$ cat config.mk
export PLATFORM = sky130hd
export DESIGN_NAME = cra_bank
export DESIGN_NICKNAME = d
export VERILOG_FILES = /design/src/logic/cra_pkg.sv /design/src/logic/cra_rst_if.sv /design/src/logic/cra_rst_ctl.sv /design/src/logic/cra_w1c_bits.sv /design/src/logic/cra_bank.sv
export SDC_FILE = /design/constraint.sdc
export NUM_CORES = 1
export LEC_CHECK = 0
export ABC_AREA = 1
export BUFFER_PORTS_ARGS = -buffer_cell sky130_fd_sc_hd__buf_2
export CAP_MARGIN = 15
export CORE_ASPECT_RATIO = 2
export CORE_MARGIN = 2
export CORE_UTILIZATION = 54
export DETAILED_ROUTE_END_ITERATION = 16
export GPL_TIMING_DRIVEN = 0
export PLACE_DENSITY = 0.78
export SYNTH_ARGS = -nofsm -noshare
export SYNTH_HDL_FRONTEND = slang
export SYNTH_SLANG_ARGS = --single-unit
$ cat constraint.sdc
create_clock -name CLOCK -period 5.55 [get_ports CLOCK]
set_input_delay 1.11 -clock CLOCK [delete_from_list [all_inputs] [get_ports CLOCK]]
set_output_delay 1.11 -clock CLOCK [all_outputs]
set_load 0.05 [all_outputs]
$ cat src/logic/cra_pkg.sv
// Constants shared by the config register attribute bank
// Assumes a 100 MHz clock and a 32-bit Avalon-MM word bus
package cra_pkg;
    // ********************************
    // Bus and timing
    // ********************************
    localparam int         DW          = 32;
    localparam int         AW          = 10;
    localparam int         BW          = 4;
    localparam int         CLK_MHZ     = 100;
    localparam int         CPU_RST_US  = 1000;
    localparam int         CPU_RST_CYC = CPU_RST_US * CLK_MHZ;
    localparam logic [3:0] BE_ALL      = 4'hF;
    localparam logic [3:0] BE_LO16     = 4'h3;
    localparam logic [3:0] BE_HI16     = 4'hC;
    // ********************************
    // Word indices, byte address is four times
    // ********************************
    localparam logic [9:0] IX_INDEX    = 10'h000;
    localparam logic [9:0] IX_ID       = 10'h001;
    localparam logic [9:0] IX_CTRL     = 10'h002;
    localparam logic [9:0] IX_STAT     = 10'h003;
    localparam logic [9:0] IX_STKY     = 10'h004;
    localparam logic [9:0] IX_CMD      = 10'h005;
    localparam logic [9:0] IX_EXT      = 10'h040;
    localparam logic [9:0] IX_LOW_END  = 10'h040;
    // ********************************
    // Field layout and reset values
    // ********************************
    localparam int         STRAP_W     = 4;
    localparam int         ID_CODE_LSB = 16;
    localparam int         LOCK_BIT    = 0;
    localparam int         LKF_LSB     = 4;
    localparam int         LKF_W       = 4;
    localparam int         WO_LSB      = 8;
    localparam int         WO_W        = 8;
    localparam int         SC_LSB      = 16;
    localparam int         SC_W        = 2;
    localparam int         EV_W        = 8;
    localparam int         SEV_LSB     = 8;
    localparam int         RS_BIT      = 16;
    localparam int         RWC_LSB     = 17;
    localparam int         RWC_W       = 3;
    localparam logic [2:0] RWC_RST     = 3'h7;
endpackage : cra_pkg

$ cat src/logic/cra_rst_if.sv
// Reset and strap carrier between the bank's modules
// Assumes one driver, the reset controller
`timescale 1ns/1ns
interface cra_rst_if;
    import cra_pkg::*;
    logic               cold;
    logic               warm;
    logic [STRAP_W-1:0] strap;
    modport src (output cold, warm, strap);
    modport dst (input cold, warm, strap);
endinterface : cra_rst_if

$ cat src/logic/cra_rst_ctl.sv
// Reset pin synchroniser, strap capture and processor reset timer
// Assumes pins asynchronous to clk, srst synchronous
`timescale 1ns/1ns
module cra_rst_ctl #(
    parameter int CPU_CYC = cra_pkg::CPU_RST_CYC
) (
    input  wire logic                        clk,
    input  wire logic                        srst,
    input  wire logic                        rst_in_n,
    input  wire logic [cra_pkg::STRAP_W-1:0] strap_pin,
    output logic                             cpu_rst_n,
    cra_rst_if.src                           rif
);
    import cra_pkg::*;
    localparam int CNT_W = $clog2(CPU_CYC + 1);
    logic [1:0]         rin_q;
    logic [STRAP_W-1:0] sp1_q;
    logic [STRAP_W-1:0] sp2_q;
    logic [STRAP_W-1:0] strap_q;
    logic [CNT_W-1:0]   cnt_q;
    logic               cpu_q;
    wire                in_rst = srst | ~rin_q[1];

    // ********************************
    // Synchronisers and strap capture
    // ********************************
    always_ff @(posedge clk) begin
        rin_q <= srst ? 2'h0 : {rin_q[0], rst_in_n};
        sp1_q <= strap_pin;
        sp2_q <= sp1_q;
        if (in_rst) begin
            strap_q <= sp2_q;
        end
    end

    // ********************************
    // Processor reset timer
    // ********************************
    always_ff @(posedge clk) begin
        if (in_rst) begin
            cnt_q <= '0;
            cpu_q <= 1'h0;
        end else if (cnt_q == CNT_W'(CPU_CYC - 1)) begin
            cpu_q <= 1'h1;
        end else begin
            cnt_q <= cnt_q + CNT_W'(1);
        end
    end

    assign cpu_rst_n = cpu_q;
    assign rif.cold  = srst;
    assign rif.warm  = ~rin_q[1];
    assign rif.strap = strap_q;
endmodule : cra_rst_ctl

$ cat src/logic/cra_w1c_bits.sv
// Group of write-one-to-clear status bits, optionally sticky
// Assumes set and clr on the same clock, cold and warm from the carrier
`timescale 1ns/1ns
module cra_w1c_bits #(
    parameter int W      = 8,
    parameter bit STICKY = 1'h0
) (
    input  wire logic         clk,
    cra_rst_if.dst            rif,
    input  wire logic [W-1:0] set,
    input  wire logic [W-1:0] clr,
    output logic      [W-1:0] q
);
    logic [W-1:0] q_q;
    wire          rst = rif.cold | (rif.warm & ~STICKY);

    for (genvar i = 0; i < W; i++) begin : g_bit
        always_ff @(posedge clk) begin
            if (rst) begin
                q_q[i] <= 1'h0;
            end else if (set[i]) begin
                q_q[i] <= 1'h1;
            end else if (clr[i]) begin
                q_q[i] <= 1'h0;
            end
        end
    end
    assign q = q_q;
endmodule : cra_w1c_bits

$ cat src/logic/cra_bank.sv
// Top of the config register attribute bank, Avalon-MM slave
// Assumes a master on CLOCK; reset pin and straps come from the board
//
// Notes on behaviour
// - Read-only bits return their value and ignore every write.
// - Read-set bit becomes 1 when read; writing 1 clears, 0 keeps.
// - Write-one-to-clear status set by hardware; written 0 does nothing.
// - Sticky write-one-to-clear bits survive warm reset, not cold reset.
// - Lockable fields accept writes until the lock bit is set.
// - Sticky read/write bits survive warm reset, default on cold reset.
// - Self-clearing bits cleared by hardware; lockable variant obeys the lock.
// - Plain write-clear bits readable; writing 1 clears, 0 keeps.
// - Write-once bits take the first write then become read-only.
// - Write-only bits read as zero, writes only cause side effects.
// - Reserved locations complete normally and read as zero.
// - Writes to reserved locations complete and change nothing.
// - Low 256 bytes take byte, word, dword; index register dword only.
// - Offsets 256 to 4095 take dword accesses only.
// - Multi-byte fields are little-endian, low byte at lowest address.
// - Full reset loads defaults, some taken from straps.
// - Straps captured while reset is asserted, used as defaults.
// - Processor reset low in reset, released about 1 ms after.
// - Index and configuration registers reachable by the processor.
// - Reset pin returns the controller logic to its reset state.
//
// Register access over Avalon-MM and the register offsets were left to the implementer.
`timescale 1ns/1ns
module cra_bank #(
    parameter int          CPU_RST_CYCLES = cra_pkg::CPU_RST_CYC,
    parameter logic [15:0] PART_CODE      = 16'h5A3C  // Arbitrary value
) (
    input  wire logic                        CLOCK,
    input  wire logic                        SRST,
    input  wire logic [cra_pkg::AW-1:0]      AVS_ADDRESS,
    input  wire logic                        AVS_READ,
    input  wire logic                        AVS_WRITE,
    input  wire logic [cra_pkg::DW-1:0]      AVS_WRITEDATA,
    input  wire logic [cra_pkg::BW-1:0]      AVS_BYTEENABLE,
    output logic      [cra_pkg::DW-1:0]      AVS_READDATA,
    output logic                             AVS_WAITREQUEST,
    input  wire logic                        SYSTEM_RESET_IN_N,
    input  wire logic [cra_pkg::STRAP_W-1:0] STRAP_IN,
    input  wire logic [2*cra_pkg::EV_W-1:0]  HW_EVENT,
    input  wire logic [cra_pkg::SC_W-1:0]    SC_DONE,
    output logic                             PROCESSOR_RESET_OUT_N,
    output logic [cra_pkg::LKF_W-1:0]        LOCKED_FIELD,
    output logic [cra_pkg::WO_W-1:0]         WRITE_ONCE_FIELD,
    output logic [cra_pkg::SC_W-1:0]         SC_CMD,
    output logic [cra_pkg::DW-1:0]           STICKY_CFG,
    output logic [cra_pkg::DW-1:0]           EXT_CFG,
    output logic                             CMD_PULSE,
    output logic [cra_pkg::DW-1:0]           CMD_DATA
);
    import cra_pkg::*;

    // ********************************
    // Reset control
    // ********************************
    cra_rst_if rif ();

    cra_rst_ctl #(
        .CPU_CYC   (CPU_RST_CYCLES)
    ) u_rst (
        .clk       (CLOCK),
        .srst      (SRST),
        .rst_in_n  (SYSTEM_RESET_IN_N),
        .strap_pin (STRAP_IN),
        .cpu_rst_n (PROCESSOR_RESET_OUT_N),
        .rif       (rif)
    );

    wire rst_all = rif.cold | rif.warm;

    // ********************************
    // State
    // ********************************
    logic              ack_q;
    logic              wait_q;
    logic [DW-1:0]     rdata_q;
    logic [DW-1:0]     index_q;
    logic              lock_q;
    logic [LKF_W-1:0]  lkf_q;
    logic [WO_W-1:0]   wo_q;
    logic              wo_done_q;
    logic [SC_W-1:0]   sc_q;
    logic              rs_q;
    logic [RWC_W-1:0]  rwc_q;
    logic [DW-1:0]     stky_q;
    logic [DW-1:0]     ext_q;
    logic              pulse_q;
    logic [DW-1:0]     cmd_q;
    logic [EV_W-1:0]   ev_q;
    logic [EV_W-1:0]   sev_q;

    // ********************************
    // Access decode
    // ********************************
    wire [BW-1:0] be      = AVS_BYTEENABLE;
    wire          req     = (AVS_READ | AVS_WRITE) & ~ack_q;
    wire          low_rgn = AVS_ADDRESS < IX_LOW_END;
    wire          be_sub  = $onehot(be) | be == BE_LO16 | be == BE_HI16;
    wire          dw_only = AVS_ADDRESS == IX_INDEX | ~low_rgn;
    wire          legal   = dw_only ? be == BE_ALL
                                    : (be == BE_ALL | be_sub);
    wire          hit_idx = legal & AVS_ADDRESS == IX_INDEX;
    wire          hit_id  = legal & AVS_ADDRESS == IX_ID;
    wire          hit_ctl = legal & AVS_ADDRESS == IX_CTRL;
    wire          hit_st  = legal & AVS_ADDRESS == IX_STAT;
    wire          hit_sk  = legal & AVS_ADDRESS == IX_STKY;
    wire          hit_cmd = legal & AVS_ADDRESS == IX_CMD;
    wire          hit_ext = legal & AVS_ADDRESS == IX_EXT;
    wire          rsvd    = ~(hit_idx | hit_id | hit_ctl | hit_st
                              | hit_sk | hit_cmd | hit_ext);
    wire          wr      = ack_q & AVS_WRITE & ~rst_all;
    wire          rd      = ack_q & AVS_READ;
    wire          wr_idx  = wr & hit_idx;
    wire          wr_ctl  = wr & hit_ctl;
    wire          wr_st   = wr & hit_st;
    wire          wr_sk   = wr & hit_sk;
    wire          wr_cmd  = wr & hit_cmd;
    wire          wr_ext  = wr & hit_ext;
    wire          rd_st   = rd & hit_st;

    // Byte lane n covers bits 8n+7..8n
    wire [DW-1:0] bmask = {{8{be[3]}}, {8{be[2]}},
                           {8{be[1]}}, {8{be[0]}}};
    wire [DW-1:0] wd    = AVS_WRITEDATA;
    wire [DW-1:0] wone  = wd & bmask;

    // ********************************
    // Next values
    // ********************************
    wire [LKF_W-1:0] lkf_m = bmask[LKF_LSB +: LKF_W];
    wire [LKF_W-1:0] lkf_d = (lkf_q & ~lkf_m)
                           | (wd[LKF_LSB +: LKF_W] & lkf_m);
    wire             wo_we = wr_ctl & bmask[WO_LSB] & ~wo_done_q;
    wire [SC_W-1:0]  sc_wm = wr_ctl ? bmask[SC_LSB +: SC_W]
                                      & {~lock_q, 1'h1}
                                    : '0;
    wire [SC_W-1:0]  sc_d  = (sc_q & ~SC_DONE & ~sc_wm)
                           | (wd[SC_LSB +: SC_W] & sc_wm);
    wire [DW-1:0]    sk_d  = (stky_q & ~bmask) | wone;
    wire [DW-1:0]    ext_d = (ext_q & ~bmask) | wone;
    wire [DW-1:0]    idx_d = (index_q & ~bmask) | wone;

    // ********************************
    // Status bit groups
    // ********************************
    wire [EV_W-1:0] ev_clr  = wr_st ? wone[0 +: EV_W] : '0;
    wire [EV_W-1:0] sev_clr = wr_st ? wone[SEV_LSB +: EV_W] : '0;

    cra_w1c_bits #(
        .W      (EV_W),
        .STICKY (1'h0)
    ) u_ev (
        .clk    (CLOCK),
        .rif    (rif),
        .set    (HW_EVENT[0 +: EV_W]),
        .clr    (ev_clr),
        .q      (ev_q)
    );

    cra_w1c_bits #(
        .W      (EV_W),
        .STICKY (1'h1)
    ) u_sev (
        .clk    (CLOCK),
        .rif    (rif),
        .set    (HW_EVENT[EV_W +: EV_W]),
        .clr    (sev_clr),
        .q      (sev_q)
    );

    // ********************************
    // Read mux
    // ********************************
    wire [DW-1:0] id_rd  = DW'(rif.strap)
                         | (DW'(PART_CODE) << ID_CODE_LSB);
    wire [DW-1:0] ctl_rd = (DW'(lock_q) << LOCK_BIT)
                         | (DW'(lkf_q) << LKF_LSB)
                         | (DW'(wo_q) << WO_LSB)
                         | (DW'(sc_q) << SC_LSB);
    wire [DW-1:0] st_rd  = DW'(ev_q)
                         | (DW'(sev_q) << SEV_LSB)
                         | (DW'(rs_q) << RS_BIT)
                         | (DW'(rwc_q) << RWC_LSB);
    wire [DW-1:0] rd_val = hit_idx ? index_q
                         : hit_id  ? id_rd
                         : hit_ctl ? ctl_rd
                         : hit_st  ? st_rd
                         : hit_sk  ? stky_q
                         : hit_ext ? ext_q
                         : '0;

    // ********************************
    // Bus handshake
    // ********************************
    always_ff @(posedge CLOCK) begin
        if (rst_all) begin
            ack_q   <= 1'h0;
            wait_q  <= 1'h1;
            rdata_q <= '0;
        end else begin
            ack_q  <= req;
            wait_q <= ~req;
            if (req && AVS_READ) begin
                rdata_q <= rd_val;
            end
        end
    end

    // ********************************
    // Control register
    // ********************************
    always_ff @(posedge CLOCK) begin
        if (rst_all) begin
            lock_q <= 1'h0;
            lkf_q  <= rif.strap;
            sc_q   <= '0;
        end else begin
            if (wr_ctl && wone[LOCK_BIT]) begin
                lock_q <= 1'h1;
            end
            if (wr_ctl && !lock_q) begin
                lkf_q <= lkf_d;
            end
            sc_q <= sc_d;
        end
    end

    always_ff @(posedge CLOCK) begin
        if (rst_all) begin
            wo_q      <= '0;
            wo_done_q <= 1'h0;
        end else if (wo_we) begin
            wo_q      <= wd[WO_LSB +: WO_W];
            wo_done_q <= 1'h1;
        end
    end

    // ********************************
    // Status extras
    // ********************************
    always_ff @(posedge CLOCK) begin
        if (rst_all) begin
            rs_q  <= 1'h0;
            rwc_q <= RWC_RST;
        end else begin
            if (wr_st && wone[RS_BIT]) begin
                rs_q <= 1'h0;
            end else if (rd_st && be[RS_BIT / 8]) begin
                rs_q <= 1'h1;
            end
            if (wr_st) begin
                rwc_q <= rwc_q & ~wone[RWC_LSB +: RWC_W];
            end
        end
    end

    // ********************************
    // Sticky, extended, index and command
    // ********************************
    always_ff @(posedge CLOCK) begin
        if (rif.cold) begin
            stky_q <= '0;
        end else if (wr_sk) begin
            stky_q <= sk_d;
        end
    end

    always_ff @(posedge CLOCK) begin
        if (rst_all) begin
            ext_q   <= '0;
            index_q <= '0;
        end else begin
            if (wr_ext) begin
                ext_q <= ext_d;
            end
            if (wr_idx) begin
                index_q <= idx_d;
            end
        end
    end

    always_ff @(posedge CLOCK) begin
        if (rst_all) begin
            pulse_q <= 1'h0;
            cmd_q   <= '0;
        end else begin
            pulse_q <= wr_cmd;
            if (wr_cmd) begin
                cmd_q <= wone;
            end
        end
    end

    // ********************************
    // Outputs
    // ********************************
    assign AVS_READDATA     = rdata_q;
    assign AVS_WAITREQUEST  = wait_q;
    assign LOCKED_FIELD     = lkf_q;
    assign WRITE_ONCE_FIELD = wo_q;
    assign SC_CMD           = sc_q;
    assign STICKY_CFG       = stky_q;
    assign EXT_CFG          = ext_q;
    assign CMD_PULSE        = pulse_q;
    assign CMD_DATA         = cmd_q;
endmodule : cra_bank

==> results of run 1 <==
==> cell usage in the layout, fill, tap and decap left out, types with 2 or more instances in the layout <==
cell                        netlist  routed
sky130_fd_sc_hd__buf_2           17     233
sky130_fd_sc_hd__dfxtp_1        223     223
sky130_fd_sc_hd__inv_1          172     172
sky130_fd_sc_hd__nand2_1        165     165
sky130_fd_sc_hd__o21ai_0        158     158
sky130_fd_sc_hd__a21oi_1        146     146
sky130_fd_sc_hd__nor2_1         130     130
sky130_fd_sc_hd__nand3_1         74      74
sky130_fd_sc_hd__clkbuf_1        46      46
sky130_fd_sc_hd__a211oi_1        38      38
sky130_fd_sc_hd__nor3_1          28      28
sky130_fd_sc_hd__clkbuf_16        0      21
sky130_fd_sc_hd__o21bai_1        13      13
sky130_fd_sc_hd__o22ai_1         12      12
sky130_fd_sc_hd__nand4_1         11      11
sky130_fd_sc_hd__or2_2           10      10
sky130_fd_sc_hd__edfxtp_1         8       8
sky130_fd_sc_hd__inv_2            6       6
sky130_fd_sc_hd__clkinv_2         0       6
sky130_fd_sc_hd__nor2_2           5       5
sky130_fd_sc_hd__nand2_4          5       5
sky130_fd_sc_hd__ha_1             5       5
sky130_fd_sc_hd__bufinv_16        0       5
sky130_fd_sc_hd__nand3b_1         4       4
sky130_fd_sc_hd__buf_6            4       4
sky130_fd_sc_hd__nand2_2          3       3
sky130_fd_sc_hd__nor4_1           3       3
sky130_fd_sc_hd__clkbuf_8         0       3
sky130_fd_sc_hd__buf_1            2       2
sky130_fd_sc_hd__nand3_2          2       2
sky130_fd_sc_hd__xnor2_1          2       2
sky130_fd_sc_hd__o21a_1           2       2
sky130_fd_sc_hd__o211ai_1         2       2
==> power by group through the flow <==
stage / Clock [mW] / Combinational (mW) / Sequential [mW]
after floorplan: 0 / 0.0749 / 1.74
after global placement: 0 / 0.175 / 1.73
after detailed placement: 0 / 0.177 / 1.73
after CTS: 1.62 / 0.178 / 1.69
after global routing: 1.68 / 0.196 / 1.69
final: 1.62 / 0.183 / 1.69
==> metrics by stage <==
step           hold slack (ps)  total power [mW]  utilization
2_1_floorplan              310              1.82            -
6_report                   320              3.49        0.672
5_1_grt                    333              3.57        0.672
4_1_cts                    325              3.49        0.672
3_3_place_gp               310              1.90        0.630
3_5_place_dp               313              1.91        0.630
==> final cells by class <==
class	count	area share
clock inverter	12	0.0158
timing repair buffer	216	0.0904
sequential	231	0.394
multi-input combinational	829	0.348
tap	213	0.0223
clock buffer	24	0.0474
buffer	70	0.0266
inverter	178	0.0559
==> logic make-up (layout without fill, tap and decap cells) <==
logic type	count (synthesis)	after routing	share of synthesized area
AOI/OAI and AO/OA	374	374	0.207
xor gates and xnor gates	3	3	0.00267
adders and majority gates	6	6	0.00838
buffers and inverters	248	500	0.100
DFF	231	231	0.478
and+or+nand+nor	446	446	0.204
==> routing by layer <==
layer | global-route usage | wire (um) | share of wire
met5 | 0 | 0 | 0
met1 | 0.344 | 11200 | 0.31
met4 | 0.316 | 3600 | 0.10
met3 | 0.0684 | 2720 | 0.076
met2 | 0.651 | 18500 | 0.51
==> how the worst min path moves through the flow <==
| stage | start | endpoint | slack, ps |
|---|---|---|---|
| floorplan | u_rst.sp1_q[0] | u_rst.sp2_q[0] | 310 |
| global route | u_rst.sp1_q[3] | u_rst.sp2_q[3] | 330 |
| global placement | u_rst.sp1_q[0] | u_rst.sp2_q[0] | 310 |
| detailed placement | u_rst.sp1_q[3] | u_rst.sp2_q[3] | 310 |
| CTS | u_rst.sp1_q[0] | u_rst.sp2_q[0] | 320 |
| finish | u_rst.sp1_q[0] | u_rst.sp2_q[0] | 320 |
==> flow_summary.ini, run 1 <==
[sta]
rsz_0062_raised_after_global_routing = false
layout_setup_ws_ps = 477
worst-slew-pin-transition_ps = 1130
period_minus_slack_ps = 5070
final.period_utilization = 0.914
maxClockFrequency_mhz = 197
finalSetupViolCount = 0
clock-skew-final_ps = 13.8
timing_max_transition_violations_final = 0
maxSlewHeadroom = 0.240
finalSetupTns_ps = 0
final_hold_vios = 0

[place]
hpwlAfterDp_um = 27600
placement.setup.worst_slack_ps = 51.7
placed_cells_incl_taps = 1737
detailed_place.area_mm2 = 0.0112
place.port_buffers = 216
gp_congestion = 1.00

[drt]
number_of_design_rule_violations_left_after_detail_routing = 0
vias_per_cell = 5.85
count_of_vias_placed_by_the_detailed_router = 10366
drt_iter0_markers = 733
detail-route-antenna-nets = 0
post_drt_wl_per_cell_um = 20.3
dr.pass1.iters = 5
final_wirelength_um = 36000

[synthesis]
synth.net_count = 1387
synth_top_cells_by_area = sky130_fd_sc_hd__dfxtp_1 45%, sky130_fd_sc_hd__o21ai_0 8.0%, sky130_fd_sc_hd__a21oi_1 7.4%, sky130_fd_sc_hd__inv_1 6.6%, sky130_fd_sc_hd__nand2_1 6.3%
netlist_instances = 1308
synth_most_common_cell = sky130_fd_sc_hd__dfxtp_1
mapped_area_mm2 = 0.00985
postSynthAreaPerCell_um2 = 7.53
synth_top_cell_by_area = sky130_fd_sc_hd__dfxtp_1
synth_top_area_share = 0.453
synth_edf_count = 8
netlist-cell-type-count = 41
synth_seq_cells = 231
yosysWarningCount = 0
synth_async_sr_flop_share = 0
ys_seq_area_frac = 0.478
synthTopCellsByCount = 223 x sky130_fd_sc_hd__dfxtp_1, 172 x sky130_fd_sc_hd__inv_1, 165 x sky130_fd_sc_hd__nand2_1, 158 x sky130_fd_sc_hd__o21ai_0, 146 x sky130_fd_sc_hd__a21oi_1
synth_ff_type = sky130_fd_sc_hd__dfxtp_1

[global_route]
grt_first_pass_wirelength_um = 54600
antenna_found_initial = 0
globalRouteTotalUtil = 0.364
grt_start_max_net_pins = 18
first_global_vias = 10535
grt_overflow = 0

[die]
start_util = 0.554
die-height_um = 195
design.core.area_mm2 = 0.0178
num_rows = 69
die_width_um = 99.5
pin_count = 218
die_area_mm2 = 0.0194

[power]
cellLeakagePower_nw = 5.13
comb_pwr_share = 0.052
p_seq_frac = 0.485
intPower_mw = 2.70
power.clock.fraction = 0.463
p_sw_frac = 0.227
power_per_cell_area_mw_per_mm2 = 292
irDropWorstVdd_mv = 0.248
p_sw_mw = 0.793

[worst_setup_path]
crit_path_cell_trace = buf_2 > clkbuf_1 > clkbuf_1 > inv_1 > fa_1 > inv_1 > ha_1 > ha_1 > nor3_1 > nor2_1 > o21ai_4 > nand2_1 > nor2_2 > inv_1 > o31ai_1
slowest_stage = sky130_fd_sc_hd__o31ai_1
cp.buffers_inverters = 6
cell_count_of_the_worst_reg_to_reg_path = 6
worstPathArrival_ps = 5210
crit-reg2reg-launch = u_rst.rin_q[1]
crit_path_start_kind = primary input
worst-endpoint-required_ps = 5690
startpoint = AVS_BYTEENABLE[1]
crit_family = buffers and inverters
critical_path.max_stage_delay_ps = 700
critical_path.most_common_cell = sky130_fd_sc_hd__inv_1
worst-path-max-fanout = 10
r2r_setup_slack_ps = 3160
crit_cells = 15
critical_path.endpoint_type = flop
criticalPathCategory = in -> reg

[min_path]
holdCritPathClass = reg -> reg
timing.hold.worst_path_depth = 0

[layout]
layout.nets = 1625
seqCellArea_mm2 = 0.00470
syn2layout_area_growth_pct = 21.3
drive_gt1_frac = 0.200
final_cell_count_no_fill = 1773
n_antenna_cell = 0
postLayoutCellArea_mm2 = 0.0120
multi_input_comb_area_mm2 = 0.00416
n_fill_cell = 1592

[clocking]
cts_setup_buffers = 0
tritoncts = built
cts-root-to-sink-buffers = 3
clockRootBuffer = sky130_fd_sc_hd__clkbuf_16
numClockSinks = 231
ctsHoldBuffers = 0
clkTransAtPathRegs_ps = 70
cts.repair.resized = 0
number_of_levels_the_h_tree_was_split_into = 1
number_of_clock_buffers_inserted_by_tritoncts = 20
worst_skew_pair.late_latency_ps = 510

[flow_run]
drv.max_cap_violation_count = 0

[outcome]
run_status = finished clean
Power figures use the tool's default switching activity.
==> run 2, diff against run 1 <==
Settings changed: ABC_AREA 1 to default, CTS_CLUSTER_DIAMETER from default to 60, PLACE_DENSITY 0.78 to 0.77.
==> flow_summary.ini, run 2 <==
[outcome]
run_status = finished clean

[sta]
timing_max_transition_violations_final = 0
maxClockFrequency_mhz = 191
worst-slew-pin-transition_ps = 1190
final_hold_vios = 0
final.period_utilization = 0.942
finalSetupViolCount = 0
rsz_0062_raised_after_global_routing = false
hold_slack_ps = 331
maxSlewHeadroom = 0.197
clock-skew-final_ps = 11.1
period_minus_slack_ps = 5230
layout_setup_ws_ps = 322

[place]
place.port_buffers = 215
detailed_place.area_mm2 = 0.0113
placement.setup.worst_slack_ps = -90.7
hpwlAfterDp_um = 29900
gp_congestion = 1.03

[synthesis]
netlist_instances = 1194
synth_async_sr_flop_share = 0
synth_edf_count = 8
mapped_area_mm2 = 0.00995
synth_top_area_share = 0.449
netlist-cell-type-count = 61
synthTopCellsByCount = 223 x sky130_fd_sc_hd__dfxtp_1, 179 x sky130_fd_sc_hd__nand2_1, 149 x sky130_fd_sc_hd__a21oi_1, 90 x sky130_fd_sc_hd__nand3_1, 83 x sky130_fd_sc_hd__o21ai_0
postSynthAreaPerCell_um2 = 8.33
ys_seq_area_frac = 0.473
synth_top_cells_by_area = sky130_fd_sc_hd__dfxtp_1 45%, sky130_fd_sc_hd__a21oi_1 7.5%, sky130_fd_sc_hd__nand2_1 6.8%, sky130_fd_sc_hd__nand3_1 4.5%, sky130_fd_sc_hd__mux2i_1 4.2%
yosysWarningCount = 0
synth_ff_type = sky130_fd_sc_hd__dfxtp_1
synth.net_count = 1273
synth_seq_cells = 231
synth_most_common_cell = sky130_fd_sc_hd__dfxtp_1
synth_top_cell_by_area = sky130_fd_sc_hd__dfxtp_1

[layout]
most-common-layout-cells = 237 x sky130_fd_sc_hd__buf_2, 223 x sky130_fd_sc_hd__dfxtp_1, 179 x sky130_fd_sc_hd__nand2_1, 149 x sky130_fd_sc_hd__a21oi_1, 90 x sky130_fd_sc_hd__nand3_1
syn2layout_area_growth_pct = 20.6
mostFrequentLayoutCell = sky130_fd_sc_hd__buf_2
postLayoutCellArea_mm2 = 0.0120
n_antenna_cell = 0
layout.nets = 1511
drive_gt1_frac = 0.195

[global_route]
grt_start_max_net_pins = 18
grt_first_pass_wirelength_um = 59500
first_global_vias = 10488
globalRouteTotalUtil = 0.404
antenna_found_initial = 0
grt_overflow = 0

[worst_setup_path]
worst-path-max-fanout = 10
crit-reg2reg-launch = ack_q
critical_path.endpoint_type = flop
startpoint = AVS_BYTEENABLE[0]
criticalPathCategory = in -> reg
worstPathArrival_ps = 5370
crit_path_start_kind = primary input
worst-endpoint-required_ps = 5690

[clocking]
clkTransAtPathRegs_ps = 70
numClockSinks = 231
ctsHoldBuffers = 0
number_of_levels_the_h_tree_was_split_into = 1
cts_setup_buffers = 0
tritoncts = built
worst_skew_pair.late_latency_ps = 510
cts-root-to-sink-buffers = 3
cts.repair.resized = 0
clockRootBuffer = sky130_fd_sc_hd__clkbuf_16
number_of_clock_buffers_inserted_by_tritoncts = 20

[die]
die_area_mm2 = 0.0196
start_util = 0.546
design.core.area_mm2 = 0.0182
pin_count = 218
die-height_um = 196
num_rows = 70
die_width_um = 100

[power]
power_per_cell_area_mw_per_mm2 = 286
p_sw_mw = 0.820
comb_pwr_share = 0.067
p_seq_frac = 0.493
intPower_mw = 2.61
p_sw_frac = 0.239
cellLeakagePower_nw = 4.52
irDropWorstVdd_mv = 0.367
power.clock.fraction = 0.440

[drt]
detail-route-antenna-nets = 0
post_drt_wl_per_cell_um = 24.3
drt_iter0_markers = 848
vias_per_cell = 6.39
final_wirelength_um = 40300
number_of_design_rule_violations_left_after_detail_routing = 0
count_of_vias_placed_by_the_detailed_router = 10621
dr.pass1.iters = 6

[min_path]
holdCritPathClass = reg -> reg
hp-start = u_rst.sp1_q[2]

[flow_run]
drv.max_cap_violation_count = 0
## run 2: cell count changes after synthesis, sizes merged, moves of 18 or more
| cell | delta |
|---|---|
| inv | -154 |
| mux2i | +42 |
| o21ai | -64 |
| a211oi | -27 |
| clkbuf | +18 |
| nor2 | -83 |
## run 2: per-stage QoR
stage          instances  power [mW]  utilization  setup TNS [ps]
5_1_grt             1661        3.51        0.659               0
3_3_place_gp        1625        1.95        0.620            -379
3_5_place_dp        1626        1.95        0.621            -362
6_report            1661        3.43        0.659               0
4_1_cts             1661        3.42        0.659               0
2_1_floorplan       1194        1.84            -               0
## run 2: worst max-delay path, stage by stage
cell and delay [ps]:
sky130_fd_sc_hd__buf_2 100, sky130_fd_sc_hd__clkbuf_1 340, sky130_fd_sc_hd__clkbuf_1 420, sky130_fd_sc_hd__inv_1 220, sky130_fd_sc_hd__fa_1 570, sky130_fd_sc_hd__inv_1 40, sky130_fd_sc_hd__ha_1 180, sky130_fd_sc_hd__ha_1 270
sky130_fd_sc_hd__nor3b_1 230, sky130_fd_sc_hd__a211oi_1 130, sky130_fd_sc_hd__o31ai_1 380, sky130_fd_sc_hd__buf_2 310, sky130_fd_sc_hd__nand3_1 220, sky130_fd_sc_hd__o31ai_1 830
## run 2: power by group through the flow
stage	Combinational (mW)	Clock (mW)	Sequential, mW
floorplan	0.0919	0	1.74
global placement	0.217	0	1.73
detailed placement	0.219	0	1.73
CTS	0.219	1.51	1.69
global route	0.238	1.57	1.69
finish	0.229	1.51	1.69
## run 2: path summary, 6_finish.rpt
path,end,slack (ps),depth (start not counted)
max,flop,320,14
min,u_rst.sp2_q[2],330,0
max reg2reg,flop,2350,5
min reg2reg,u_rst.sp2_q[2],330,0
## run 2: cell type report
cell class	count	area, um2
fill	1628	6210
inverter	24	90.1
timing repair buffer	216	1080
clock inverter	8	120
multi-input combinational	843	4760
clock buffer	27	578
buffer	96	395
sequential	231	4700
tap	216	270
## run 2: cell families (layout without fill, tap and decap cells)
family	count (synthesis)	count (layout)	share of synthesized area
buffers and inverters	120	371	0.0488
adders and majority gates	6	6	0.00830
xor gates and xnor gates	13	13	0.0114
muxes	42	42	0.0422
AOI/OAI and AO/OA	343	343	0.204
and+or+nand+nor	439	439	0.212
DFF	231	231	0.473
## run 2: metal layers
layer,vias to the layer above,GRT usage,share of wire
li1,4761,-,-
met4,0,0.348,0.10
met3,241,0.0755,0.087
met1,4959,0.421,0.32
met5,-,0,0
met2,660,0.682,0.49
==> run 3, diff against run 2 <==
Settings changed: PLACE_DENSITY 0.77 to 0.79.
==> flow_summary.ini, run 3 (same netlist as run 2, synthesis figures left out) <==
[global_route]
grt_overflow = 0
grt_util_met3 = 0.0673
grt_start_max_net_pins = 17
grt_use_met2 = 0.666
antenna_found_initial = 0
first_global_vias = 10425
globalRouteMet1Util = 0.424
busiest_layer = met2
grt_first_pass_wirelength_um = 59100
globalRouteTotalUtil = 0.400

[worst_setup_path]
cell_count_of_the_worst_reg_to_reg_path = 5
worst-endpoint-required_ps = 5690
criticalPathCategory = in -> reg
critical_path.max_stage_delay_ps = 740
crit_path_start_kind = primary input
worstPathArrival_ps = 5270
slowest_stage = sky130_fd_sc_hd__o31ai_1
r2r_setup_slack_ps = 2400
worst-path-max-fanout = 10
crit_path_cell_trace = buf_2 > clkbuf_1 > clkbuf_1 > inv_1 > fa_1 > inv_1 > ha_1 > ha_1 > nor3b_1 > a211oi_1 > o31ai_1 > buf_2 > nand3_1 > o31ai_1
critical_path.endpoint_type = flop
crit-reg2reg-launch = ack_q

[clocking]
clkTransAtPathRegs_ps = 70
ctsHoldBuffers = 0
number_of_levels_the_h_tree_was_split_into = 1
tritoncts = built
number_of_clock_buffers_inserted_by_tritoncts = 20
cts_setup_buffers = 0
clockRootBuffer = sky130_fd_sc_hd__clkbuf_16
numClockSinks = 231
cts-root-to-sink-buffers = 3
cts.repair.resized = 0
worst_skew_pair.late_latency_ps = 520

[layout]
final_cell_count_no_fill = 1662
layout.nets = 1511
seqCellArea_mm2 = 0.00470
most-common-layout-cells = 237 x sky130_fd_sc_hd__buf_2, 223 x sky130_fd_sc_hd__dfxtp_1, 179 x sky130_fd_sc_hd__nand2_1, 149 x sky130_fd_sc_hd__a21oi_1, 90 x sky130_fd_sc_hd__nand3_1
n_fill_cell = 1649
mostFrequentLayoutCell = sky130_fd_sc_hd__buf_2
drive_gt1_frac = 0.195
n_antenna_cell = 0
multi_input_comb_area_mm2 = 0.00476
postLayoutCellArea_mm2 = 0.0121
syn2layout_area_growth_pct = 21.5

[sta]
maxSlewHeadroom = 0.230
rsz_0062_raised_after_global_routing = false
clock-skew-final_ps = 17.3
finalSetupViolCount = 0
finalSetupTns_ps = 0
final_hold_vios = 0
layout_setup_ws_ps = 425
worst-slew-pin-transition_ps = 1140
timing_max_transition_violations_final = 0
final.period_utilization = 0.923
period_minus_slack_ps = 5130
maxClockFrequency_mhz = 195

[die]
die-height_um = 196
die_area_mm2 = 0.0196
design.core.area_mm2 = 0.0182
start_util = 0.546
die_width_um = 100
pin_count = 218
num_rows = 70

[flow_run]
drv.max_cap_violation_count = 0

[min_path]
holdCritPathClass = reg -> reg
hp-start = u_rst.sp1_q[2]
timing.hold.worst_path_depth = 0
terminating_pin_of_the_worst_hold_path = u_rst.sp2_q[2]

[power]
power_per_cell_area_mw_per_mm2 = 298
irDropWorstVdd_mv = 0.228
fin_total_pwr_mw = 3.60
cellLeakagePower_nw = 4.56

[place]
hpwlAfterDp_um = 29400
placed_cells_incl_taps = 1626
gp_congestion = 1.03
placement.setup.worst_slack_ps = -69.4
detailed_place.area_mm2 = 0.0113
place.port_buffers = 215

[drt]
post_drt_wl_per_cell_um = 24.3
vias_per_cell = 6.46
dr.pass1.iters = 8
final_wirelength_um = 40400
count_of_vias_placed_by_the_detailed_router = 10741
detail-route-antenna-nets = 0
drt_iter0_markers = 1022
number_of_design_rule_violations_left_after_detail_routing = 0

[outcome]
run_status = finished clean
run 3: per-layer routing:
metal	wire (um)	vias up
met5	0	-
met1	13000	4932
met2	19200	775
met4	4430	0
met3	3710	273
li1	-	4761
run 3: layout make-up:
type,instances,share of cell area
repair buffers,216,0.0897
clock inverters,9,0.0159
inverters,24,0.00745
well taps,216,0.0224
clock buffers,27,0.0487
multi-input cells,843,0.394
plain buffers,96,0.0327
flip-flops and latches,231,0.389
run 3: per-stage QoR:
| stage | util | hold slack, ps |
|---|---|---|
| finish | 0.663 | 327 |
| CTS | 0.663 | 329 |
| detailed placement | 0.621 | 313 |
| global placement | 0.620 | 311 |
| floorplan | - | 310 |
| global route | 0.663 | 342 |
run 3: worst max path at each step:
| stage | start | to | slack [ps] | depth (start not counted) |
|---|---|---|---|---|
| finish | AVS_BYTEENABLE[0] | flop | 420 | 14 |
| global route | AVS_BYTEENABLE[0] | flop | 170 | 14 |
| CTS | AVS_BYTEENABLE[0] | flop | 480 | 14 |
| detailed placement | AVS_BYTEENABLE[0] | flop | -70 | 14 |
| global placement | AVS_BYTEENABLE[0] | flop | -70 | 14 |
| floorplan | AVS_BYTEENABLE[0] | flop | 1090 | 13 |
run 3: worst max-delay path, delay by kind of cell:
family	cells	cell delay [ps]
buf+inv	6	1440
compound gates	3	1210
fa+ha+maj	3	1020
simple gates	2	470
run 3: report_power, final:
group          switching (mW)  internal, mW
Sequential             0.0104          1.68
Combinational           0.172        0.0566
Clock                   0.657          1.02
